===== src/verilog/taxe_pkg.sv =====
/*
 * Package of the table access and test execution block: register map,
 * field positions, reset values, opcode patterns and carrier structs.
 * Assumes a single 125 MHz clock domain and a plain register port.
 */
package taxe_pkg;

    // ==========================================================
    // Widths
    // ==========================================================
    localparam int PTR_W  = 21;                         // Table pointer width, 2 Mbyte space
    localparam int FADR_W = 12;                         // Full file register address
    localparam int HOLD_N = 8;                          // Number of holding registers
    localparam int HIDX_W = 3;                          // Holding register index width

    // ==========================================================
    // Register offsets (software port)
    // ==========================================================
    localparam logic [2:0] OFS_PTR    = 3'h0;           // Table pointer
    localparam logic [2:0] OFS_LATCH  = 3'h1;           // Table latch
    localparam logic [2:0] OFS_ACC    = 3'h2;           // Accumulator
    localparam logic [2:0] OFS_STATUS = 3'h3;           // Flags and state, read only
    localparam logic [2:0] OFS_CTRL   = 3'h4;           // Extended enable and bank select
    localparam logic [2:0] OFS_INDEX  = 3'h5;           // Index base for literal offsets

    // ==========================================================
    // Field positions
    // ==========================================================
    localparam int STS_Z_BIT    = 0;                    // Zero flag
    localparam int STS_N_BIT    = 1;                    // Negative flag
    localparam int STS_BUSY_BIT = 2;                    // Second cycle in progress
    localparam int CTRL_EXT_BIT = 0;                    // Extended set enable
    localparam int CTRL_BANK_LSB = 4;                   // Bank select low bit
    localparam int CTRL_BANK_MSB = 7;                   // Bank select high bit

    // ==========================================================
    // Reset values
    // ==========================================================
    localparam logic [PTR_W-1:0]  RST_PTR   = 21'h000000;
    localparam logic [7:0]        RST_BYTE  = 8'h00;
    localparam logic [7:0]        RST_HOLD  = 8'hff;    // Erased state
    localparam logic [3:0]        RST_BANK  = 4'h0;
    localparam logic              RST_EXT   = 1'b0;     // Extended set off by default
    localparam logic [FADR_W-1:0] RST_INDEX = 12'h000;

    // ==========================================================
    // Opcode patterns and operand fields
    // ==========================================================
    localparam logic [13:0] OPC_TREAD  = 14'h0002;      // Upper 14 bits of table read
    localparam logic [13:0] OPC_TWRITE = 14'h0003;      // Upper 14 bits of table write
    localparam logic [6:0]  OPC_TSTZ  = 7'h33;          // Upper 7 bits of test and skip
    localparam logic [7:0]  OPC_XORK  = 8'h0a;          // Upper 8 bits of xor immediate
    localparam logic [1:0]  MODE_KEEP = 2'h0;           // Pointer unchanged
    localparam logic [1:0]  MODE_PINC = 2'h1;           // Post-increment
    localparam logic [1:0]  MODE_PDEC = 2'h2;           // Post-decrement
    localparam logic [1:0]  MODE_PRE  = 2'h3;           // Pre-increment
    localparam logic [7:0]  ACCESS_SPLIT = 8'h60;       // First upper access-bank address
    localparam logic [7:0]  INDEX_LAST   = 8'h5f;       // Last indexed offset, 95
    localparam logic [3:0]  BANK_LOW     = 4'h0;
    localparam logic [3:0]  BANK_HIGH    = 4'hf;

    // ==========================================================
    // Carriers
    // ==========================================================
    typedef struct packed {
        logic             rd;                           // One cycle read strobe
        logic [PTR_W-1:0] addr;                         // Byte address, bit 0 selects byte
    } taxe_prog_req_t;

    typedef struct packed {
        logic              we;                          // Write strobe
        logic [HIDX_W-1:0] idx;                         // Holding register index
        logic [7:0]        data;                        // Byte written
    } taxe_hold_wr_t;

    typedef struct packed {
        logic              rd;                          // File read strobe
        logic [FADR_W-1:0] addr;                        // Resolved file address
    } taxe_file_req_t;

    typedef enum logic [2:0] {
        ST_IDLE, ST_RD_WAIT, ST_WT_DONE, ST_TST_EVAL, ST_SKIP2
    } taxe_state_t;

endpackage


===== src/verilog/taxe_exec.sv =====
/*
 * Execution unit for table read, table write, test and skip on zero,
 * and xor of the accumulator with an immediate byte.
 * Assumes program memory and file registers answer in the same cycle as a
 * registered read strobe, and that the fetch stage holds its word while
 * busy_o is high.
 */
`timescale 1ns/1ps

// Overview of operation
// - Table read decoded, two bits pick pointer mode
// - Post modes fetch then adjust; pre increments first
// - Pointer is full 21-bit byte address
// - Pointer bit zero picks low or high byte
// - Table write fills one of eight holding registers
// - Post-increment write uses old pointer, then advances
// - Pre-increment write advances first, then stores
// - Zero operand discards next instruction, two cycles
// - Skipping a two-word instruction takes three cycles
// - Bank bit picks access bank or bank select
// - Extended set indexes offsets up to 95
// - Xor immediate into accumulator, sets negative, zero
// - Extended set off until its enable is set
module taxe_exec
    import taxe_pkg::*;
(
    // Clock and reset
    input  wire logic              clk_i,
    input  wire logic              reset_i,
    // Instruction stream
    input  wire logic              instr_valid_i,
    input  wire logic [15:0]       instr_i,
    input  wire logic              two_word_i,
    output logic                   busy_o,
    output logic                   skip_o,
    // Program memory read
    output taxe_prog_req_t         prog_req_o,
    input  wire logic [15:0]       prog_data_i,
    // File register read
    output taxe_file_req_t         file_req_o,
    input  wire logic [7:0]        file_data_i,
    // Holding register read for the programming logic
    input  wire logic [HIDX_W-1:0] hold_idx_i,
    output logic [7:0]             hold_data_o,
    // Software register port
    input  wire logic [2:0]        reg_addr_i,
    input  wire logic [31:0]       reg_wdata_i,
    input  wire logic              reg_wr_i,
    input  wire logic              reg_rd_i,
    output logic [31:0]            reg_rdata_o
);

    // ==========================================================
    // State
    // ==========================================================
    taxe_state_t       state_r;                         // Sequencer state
    logic [PTR_W-1:0]  table_pointer_r;                 // Byte pointer
    logic [7:0]        table_latch_r;                   // Data latch
    logic [7:0]        acc_r;                           // Accumulator
    logic              neg_r;                           // Negative flag
    logic              zero_r;                          // Zero flag
    logic              extended_set_enable_r;           // Extended set switch
    logic [3:0]        bank_select_reg_r;               // Bank select
    logic [FADR_W-1:0] index_base_r;                    // Literal offset base
    taxe_hold_wr_t     hold_wr_r;                       // Holding write request

    // ==========================================================
    // Decode
    // ==========================================================
    logic              squash;                          // Current slot is discarded
    logic              accept;                          // Instruction taken this cycle
    logic              is_rd, is_wt, is_tst, is_xor;    // Decoded operations
    logic [1:0]        mode;                            // Pointer mode field
    logic [PTR_W-1:0]  ptr_inc, ptr_dec;                // Neighbouring pointers
    logic [PTR_W-1:0]  op_addr;                         // Address used by the access
    logic [PTR_W-1:0]  ptr_after;                       // Pointer after the instruction
    logic [7:0]        f_op;                            // File operand
    logic              bank_bit;                        // Bank operand bit
    logic [FADR_W-1:0] file_addr;                       // Resolved file address
    logic [7:0]        xor_res;                         // Xor result
    logic              sw_wr_ptr;                       // Software pointer write

    // Zero in the evaluation cycle drops the fetched word, skip2 its tail
    assign squash  = ((state_r == ST_TST_EVAL) && (file_data_i == 8'h00))
                     || (state_r == ST_SKIP2);
    assign accept  = instr_valid_i && !busy_o && !squash;
    assign mode    = instr_i[1:0];
    assign is_rd   = accept && (instr_i[15:2] == OPC_TREAD);
    assign is_wt   = accept && (instr_i[15:2] == OPC_TWRITE);
    assign is_tst  = accept && (instr_i[15:9] == OPC_TSTZ);
    assign is_xor  = accept && (instr_i[15:8] == OPC_XORK);
    assign ptr_inc = table_pointer_r + 21'h000001;
    assign ptr_dec = table_pointer_r - 21'h000001;
    assign f_op     = instr_i[7:0];
    assign bank_bit = instr_i[8];
    assign xor_res  = acc_r ^ instr_i[7:0];
    assign sw_wr_ptr = reg_wr_i && (reg_addr_i == OFS_PTR);

    // Access address and final pointer per mode
    always_comb begin
        op_addr   = table_pointer_r;
        ptr_after = table_pointer_r;
        unique case (mode)
            MODE_KEEP: ptr_after = table_pointer_r;
            MODE_PINC: ptr_after = ptr_inc;
            MODE_PDEC: ptr_after = ptr_dec;
            MODE_PRE: begin
                op_addr   = ptr_inc;
                ptr_after = ptr_inc;
            end
        endcase
    end

    // File address: bank select, indexed offset or access bank
    always_comb begin
        if (bank_bit) begin
            file_addr = {bank_select_reg_r, f_op};
        end else if (extended_set_enable_r && (f_op <= INDEX_LAST)) begin
            file_addr = index_base_r + {4'h0, f_op};
        end else if (f_op < ACCESS_SPLIT) begin
            file_addr = {BANK_LOW, f_op};
        end else begin
            file_addr = {BANK_HIGH, f_op};
        end
    end

    // ==========================================================
    // Sequencer
    // ==========================================================
    // Table operations hold the fetch for one extra cycle
    always_ff @(posedge clk_i) begin
        if (reset_i) begin
            state_r <= ST_IDLE;
            busy_o  <= 1'b0;
        end else begin
            busy_o <= is_rd || is_wt;
            if (is_rd) begin
                state_r <= ST_RD_WAIT;
            end else if (is_wt) begin
                state_r <= ST_WT_DONE;
            end else if (is_tst) begin
                state_r <= ST_TST_EVAL;
            end else if ((state_r == ST_TST_EVAL) && squash && two_word_i) begin
                state_r <= ST_SKIP2;
            end else begin
                state_r <= ST_IDLE;
            end
        end
    end

    // Skip report, one cycle per discarded slot
    always_ff @(posedge clk_i) begin
        if (reset_i) begin
            skip_o <= 1'b0;
        end else begin
            skip_o <= squash;
        end
    end

    // ==========================================================
    // Table pointer and latch
    // ==========================================================
    // Instruction update wins over a software write in the same cycle
    always_ff @(posedge clk_i) begin
        if (reset_i) begin
            table_pointer_r <= RST_PTR;
        end else if (is_rd || is_wt) begin
            table_pointer_r <= ptr_after;
        end else if (sw_wr_ptr) begin
            table_pointer_r <= reg_wdata_i[PTR_W-1:0];
        end
    end

    // Byte picked by address bit zero when the word returns
    always_ff @(posedge clk_i) begin
        if (reset_i) begin
            table_latch_r <= RST_BYTE;
        end else if (state_r == ST_RD_WAIT) begin
            table_latch_r <= prog_req_o.addr[0] ? prog_data_i[15:8]
                                                : prog_data_i[7:0];
        end else if (reg_wr_i && (reg_addr_i == OFS_LATCH)) begin
            table_latch_r <= reg_wdata_i[7:0];
        end
    end

    // Program memory request, address held after the strobe
    always_ff @(posedge clk_i) begin
        if (reset_i) begin
            prog_req_o <= '0;
        end else begin
            prog_req_o.rd <= is_rd;
            if (is_rd) begin
                prog_req_o.addr <= op_addr;
            end
        end
    end

    // Holding write request; latch itself is left alone
    always_ff @(posedge clk_i) begin
        if (reset_i) begin
            hold_wr_r <= '0;
        end else begin
            hold_wr_r.we <= is_wt;
            if (is_wt) begin
                hold_wr_r.idx  <= op_addr[HIDX_W-1:0];
                hold_wr_r.data <= table_latch_r;
            end
        end
    end

    taxe_hold_mem u_hold (
        .clk_i     (clk_i),
        .reset_i   (reset_i),
        .wr_i      (hold_wr_r),
        .rd_idx_i  (hold_idx_i),
        .rd_data_o (hold_data_o)
    );

    // ==========================================================
    // File read for test and skip
    // ==========================================================
    always_ff @(posedge clk_i) begin
        if (reset_i) begin
            file_req_o <= '0;
        end else begin
            file_req_o.rd <= is_tst;
            if (is_tst) begin
                file_req_o.addr <= file_addr;
            end
        end
    end

    // ==========================================================
    // Accumulator and flags
    // ==========================================================
    // Only the xor touches flags; table and test leave them alone
    always_ff @(posedge clk_i) begin
        if (reset_i) begin
            acc_r  <= RST_BYTE;
            neg_r  <= 1'b0;
            zero_r <= 1'b0;
        end else if (is_xor) begin
            acc_r  <= xor_res;
            neg_r  <= xor_res[7];
            zero_r <= (xor_res == 8'h00);
        end else if (reg_wr_i && (reg_addr_i == OFS_ACC)) begin
            acc_r <= reg_wdata_i[7:0];
        end
    end

    // ==========================================================
    // Configuration registers
    // ==========================================================
    always_ff @(posedge clk_i) begin
        if (reset_i) begin
            extended_set_enable_r <= RST_EXT;
            bank_select_reg_r     <= RST_BANK;
            index_base_r          <= RST_INDEX;
        end else if (reg_wr_i && (reg_addr_i == OFS_CTRL)) begin
            extended_set_enable_r <= reg_wdata_i[CTRL_EXT_BIT];
            bank_select_reg_r     <= reg_wdata_i[CTRL_BANK_MSB:CTRL_BANK_LSB];
        end else if (reg_wr_i && (reg_addr_i == OFS_INDEX)) begin
            index_base_r <= reg_wdata_i[FADR_W-1:0];
        end
    end

    // Read data one cycle after the strobe, zero otherwise
    always_ff @(posedge clk_i) begin
        if (reset_i) begin
            reg_rdata_o <= 32'h00000000;
        end else if (reg_rd_i) begin
            unique case (reg_addr_i)
                OFS_PTR:    reg_rdata_o <= {11'h000, table_pointer_r};
                OFS_LATCH:  reg_rdata_o <= {24'h000000, table_latch_r};
                OFS_ACC:    reg_rdata_o <= {24'h000000, acc_r};
                OFS_STATUS: reg_rdata_o <= {29'h00000000, busy_o, neg_r, zero_r};
                OFS_CTRL:   reg_rdata_o <= {24'h000000, bank_select_reg_r, 3'h0, extended_set_enable_r};
                OFS_INDEX:  reg_rdata_o <= {20'h00000, index_base_r};
                default:    reg_rdata_o <= 32'h00000000;                  // Unmapped
            endcase
        end else begin
            reg_rdata_o <= 32'h00000000;
        end
    end
endmodule


===== src/verilog/taxe_hold_mem.sv =====
/*
 * Eight byte holding register file filled by table writes.
 * Assumes the programming logic reads it through the registered port
 * and commits it to program memory on its own schedule.
 */
`timescale 1ns/1ps

module taxe_hold_mem
    import taxe_pkg::*;
(
    // Clock and reset
    input  wire logic              clk_i,
    input  wire logic              reset_i,
    // Write port
    input  wire taxe_hold_wr_t     wr_i,
    // Registered read port
    input  wire logic [HIDX_W-1:0] rd_idx_i,
    output logic [7:0]             rd_data_o
);

    logic [7:0] mem_r [HOLD_N];                         // Storage

    // ==========================================================
    // Storage write, reset to the erased value
    // ==========================================================
    always_ff @(posedge clk_i) begin
        if (reset_i) begin
            for (int i = 0; i < HOLD_N; i++) begin
                mem_r[i] <= RST_HOLD;
            end
        end else if (wr_i.we) begin
            mem_r[wr_i.idx] <= wr_i.data;
        end
    end

    // ==========================================================
    // Read data from a register
    // ==========================================================
    always_ff @(posedge clk_i) begin
        if (reset_i) begin
            rd_data_o <= RST_HOLD;
        end else begin
            rd_data_o <= mem_r[rd_idx_i];
        end
    end

endmodule


===== config.mk =====
export PLATFORM = sky130hd
export DESIGN_NAME = taxe_exec
export DESIGN_NICKNAME = d
export VERILOG_FILES = /design/src/verilog/taxe_pkg.sv /design/src/verilog/taxe_exec.sv /design/src/verilog/taxe_hold_mem.sv
export SDC_FILE = /design/constraint.sdc
export NUM_CORES = 1
export LEC_CHECK = 0
export BUFFER_PORTS_ARGS = -buffer_cell sky130_fd_sc_hd__buf_2
export CORE_UTILIZATION = 53
export CTS_BUF_LIST = sky130_fd_sc_hd__clkbuf_8
export CTS_CLUSTER_SIZE = 14
export DETAILED_ROUTE_END_ITERATION = 6
export HOLD_SLACK_MARGIN = 0.1
export PLACE_DENSITY = 0.78
export SYNTH_ARGS = -nofsm -noshare
export SYNTH_HDL_FRONTEND = slang
export SYNTH_SLANG_ARGS = --single-unit

===== constraint.sdc =====
create_clock -name clk_i -period 2.2 [get_ports clk_i]
set_clock_uncertainty 0.1 [all_clocks]
set_input_delay 0.44 -clock clk_i [delete_from_list [all_inputs] [get_ports clk_i]]
set_output_delay 0.44 -clock clk_i [all_outputs]
set_load 0.005 [all_outputs]

==> flow_metrics.tcl <==
set metrics [dict create \
    worstMarginPinSlew_ps 1070 \
    drv_slew 0 \
    hold_path.startpoint "reg_wdata_i[1]" \
    ys.flop_type "dfxtp_1" \
    maxCapViolations 0 \
    rr_startpoint "state_r[2]$_SDFF_PP0_" \
    worstPathRequired_ps 2550 \
    startpoint "state_r[2]$_SDFF_PP0_" \
    dr.pass1.iters 5 \
    num_io_pins 161 \
    routedWlPerCell_um 18.1 \
    rsz0062_at_grt "true" \
    dieHeight_um 140 \
    cts_root_buf "clkbuf_8" \
    min_path_type "in2reg" \
    synth_edf_count 64 \
    multi_input_area_mm2 0.00512 \
    cts_tree "done" \
    dp_slack_ps -251 \
    holdWs_ps 126 \
    relSlewSlack_pct 28.4 \
    finalCritPeriodShare_pct 99.1 \
    grt_pass1_vias 8601 \
    fill_cells 1484 \
    leakage_nw 4.66 \
    coreArea_mm2 0.0187 \
    antenna_cells 0 \
    initial_core_util_pct 53.9 \
    clk_pin_slew_ps 60 \
    period_needed_ps 2180 \
    drt_iter0_drc 672 \
    grt_pass1_wl_um 44200 \
    yosysSeqAreaShare_pct 46.3 \
    netlist_area_mm2 0.0101 \
    ant_nets 0 \
    vias 9095 \
    p_total_mw 7.76 \
    powerDensity_mw_per_mm2 621 \
    crit_fanout 5 \
    grtUsageTotal_pct 28.8 \
    drt-vias-per-instance 5.86 \
    ys_types 71 \
    gp_congestion 0.935 \
    synthesis.instances 1072 \
    rows 50 \
    worst_slack_ps 19.5 \
    ff_latch_area_mm2 0.00467 \
    fp.dieW_um 140 \
    cts.sinks 201 \
    finalHoldViolations 0 \
    placedInstanceArea_mm2 0.0116 \
    fin_nets 1389 \
    status "complete, no violations" \
    synthToLayoutAreaGrowth_pct 23.9 \
    drt-total-wl_um 28100 \
    yosys_warnings 0 \
    cts_buffers 35 \
    setup_violations 0 \
    syn_avg_cell_area_um2 9.41 \
    synthArstFlopShare_pct 0 \
    max-vdd-ir-drop_mv 0.382 \
    fin_util_pct 66.8 \
    gr-total-overflow 0 \
    crit_type "reg2reg" \
    cts_buffer_depth 3 \
    layout.cells.non_filler 1551 \
    place_inst 1481 \
    start_kind "register" \
    final_cell_area_mm2 0.0125 \
    final_layout_size_suffix_gt1_share_pct 29.9 \
    drcViolationCount 0 \
    grt_max_degree 108 \
    io_buffers 138 \
    fmax_mhz 459 \
    ctsHtreeMaxLevel 2 \
    synth-seq-cells 201 \
    cp-end-kind "register" \
    dp_hpwl_um 20600 \
    tns_ps 0 \
    grt_antenna_before_repair 0 \
    dieArea_mm2 0.0196 \
    insertion_delay_ps 530 \
    cp.arrival_ps 2530 \
]
## cell type report
cell class                 count  area share, %
clock inverter                20          0.711
timing repair buffer         256           13.6
multi-input combinational    780           41.0
inverter                      20          0.601
tap                          234           2.34
sequential                   201           37.4
clock buffer                  40           4.41
## registers in the layout, indices dropped and copies added (netlist names)
register               count
table_latch_r              8
index_base_r              12
neg_r                      1
reg_rdata_o               21
u_hold.rd_data_o           8
state_r                    3
u_hold.mem_r              64
busy_o                     1
extended_set_enable_r      1
table_pointer_r           21
zero_r                     1
acc_r                      8
file_req_o                13
hold_wr_r                 12
skip_o                     1
bank_select_reg_r          4
prog_req_o                22
## metal layers
| metal | track usage, % | vias to the layer above | part of all wire, % |
|---|---|---|---|
| met1 | 35.8 | 4287 | 39 |
| li1 | - | 4299 | - |
| met5 | 0 | - | 0 |
| met3 | 5.71 | 77 | 8.0 |
| met2 | 48.7 | 432 | 49 |
| met4 | 12.8 | 0 | 4.0 |
## cell usage after synthesis, types with 7 or more instances
cell	count	area (µm²)
nor2b_1	16	100
nor3b_1	8	60.1
o211ai_1	7	52.6
and2_1	17	106
a211o_1	9	78.8
a211oi_1	13	97.6
buf_4	12	90.1
ha_1	10	125
a21oi_1	74	370
buf_2	8	40.0
mux2i_1	21	210
clkbuf_1	57	214
inv_1	20	75.1
dfxtp_1	137	2740
a311oi_1	9	78.8
xor2_1	13	114
or2_2	39	244
a22oi_1	11	82.6
or3_1	17	106
xnor2_1	19	166
nand4_1	10	62.6
nor2_1	95	357
edfxtp_1	64	1920
o21ai_0	50	250
and3_1	13	81.3
o21bai_1	7	52.6
a31oi_1	11	68.8
nand3_1	35	175
nor4_1	10	62.6
nand2_1	103	387
nor3_1	27	135
nand2b_1	35	219
mux4_2	20	450
## logic make-up after synthesis
family                   Yosys count  share of synthesized area (%)
multiplexers                      43                           6.77
flip-flops                       201                           46.3
XOR/XNOR                          32                           2.78
buffers and inverters            101                           4.53
AO/OA/AOI/OAI                    232                           14.8
other                              1                         0.0372
AND/OR/NAND/NOR                  451                           23.4
adder cells (fa/ha/maj)           11                           1.44
## placed cells by master, fill, tap and decap left out, drive strengths merged, types with 5 or more instances in the layout
cell type / synthesis / routed
o22a: 6 / 6
o31a: 5 / 5
o21bai: 7 / 7
a211oi: 13 / 13
and2: 18 / 18
o211ai: 7 / 7
dlygate4sd3: 0 / 7
conb: 1 / 11
nand3: 37 / 37
a21oi: 74 / 74
nor2b: 16 / 16
xor2: 13 / 13
or4: 6 / 6
nor4: 12 / 12
nand2b: 35 / 35
edfxtp: 64 / 64
o21ai: 50 / 50
nand2: 103 / 103
inv: 20 / 35
clkbuf: 57 / 41
nand4: 10 / 10
mux2i: 21 / 21
a31oi: 11 / 11
or3: 17 / 17
and3: 13 / 13
ha: 10 / 10
nor2: 95 / 95
xnor2: 19 / 19
nor3: 28 / 28
a311oi: 9 / 9
mux4: 20 / 20
a22oi: 11 / 11
buf: 24 / 248
and4: 5 / 5
dfxtp: 137 / 137
a211o: 9 / 9
or2: 40 / 40
nor3b: 8 / 8
## timing repair
action                                  CTS  global route
setup buffers                             1             1
endpoints found under the setup margin    3            54
hold endpoints to repair                  7             0
pin swaps                                 0             7
cloned                                    0             1
hold buffers                              7             0
resized for setup                         4            38
## worst max-delay path: stages (launching register included)
cell and delay, ps:
dfxtp_2 330, nor3b_1 140, buf_4 160, nor4b_4 320, nand3_1 190, buf_4 210, or4_1 510, o21ai_0 140
## power by group
part           leakage (nW)  internal, mW  switching [mW]
sequential             1.58          3.86          0.0354
combinational          2.70         0.310           0.406
clock                 0.376          1.65            1.49
total                  4.66          5.83            1.93
## path summary, 6_finish.rpt
kind / end / slack (ps) / depth (start not counted)
max: file_req_o[8]$_SDFFE_PP0P_ / 20 / 7
max reg2reg: file_req_o[8]$_SDFFE_PP0P_ / 20 / 7
min: index_base_r[1]$_SDFFE_PP0P_ / 130 / 3
min reg2reg: prog_req_o[20]$_SDFFE_PP0P_ / 340 / 2
Power figures use the tool's default switching activity.
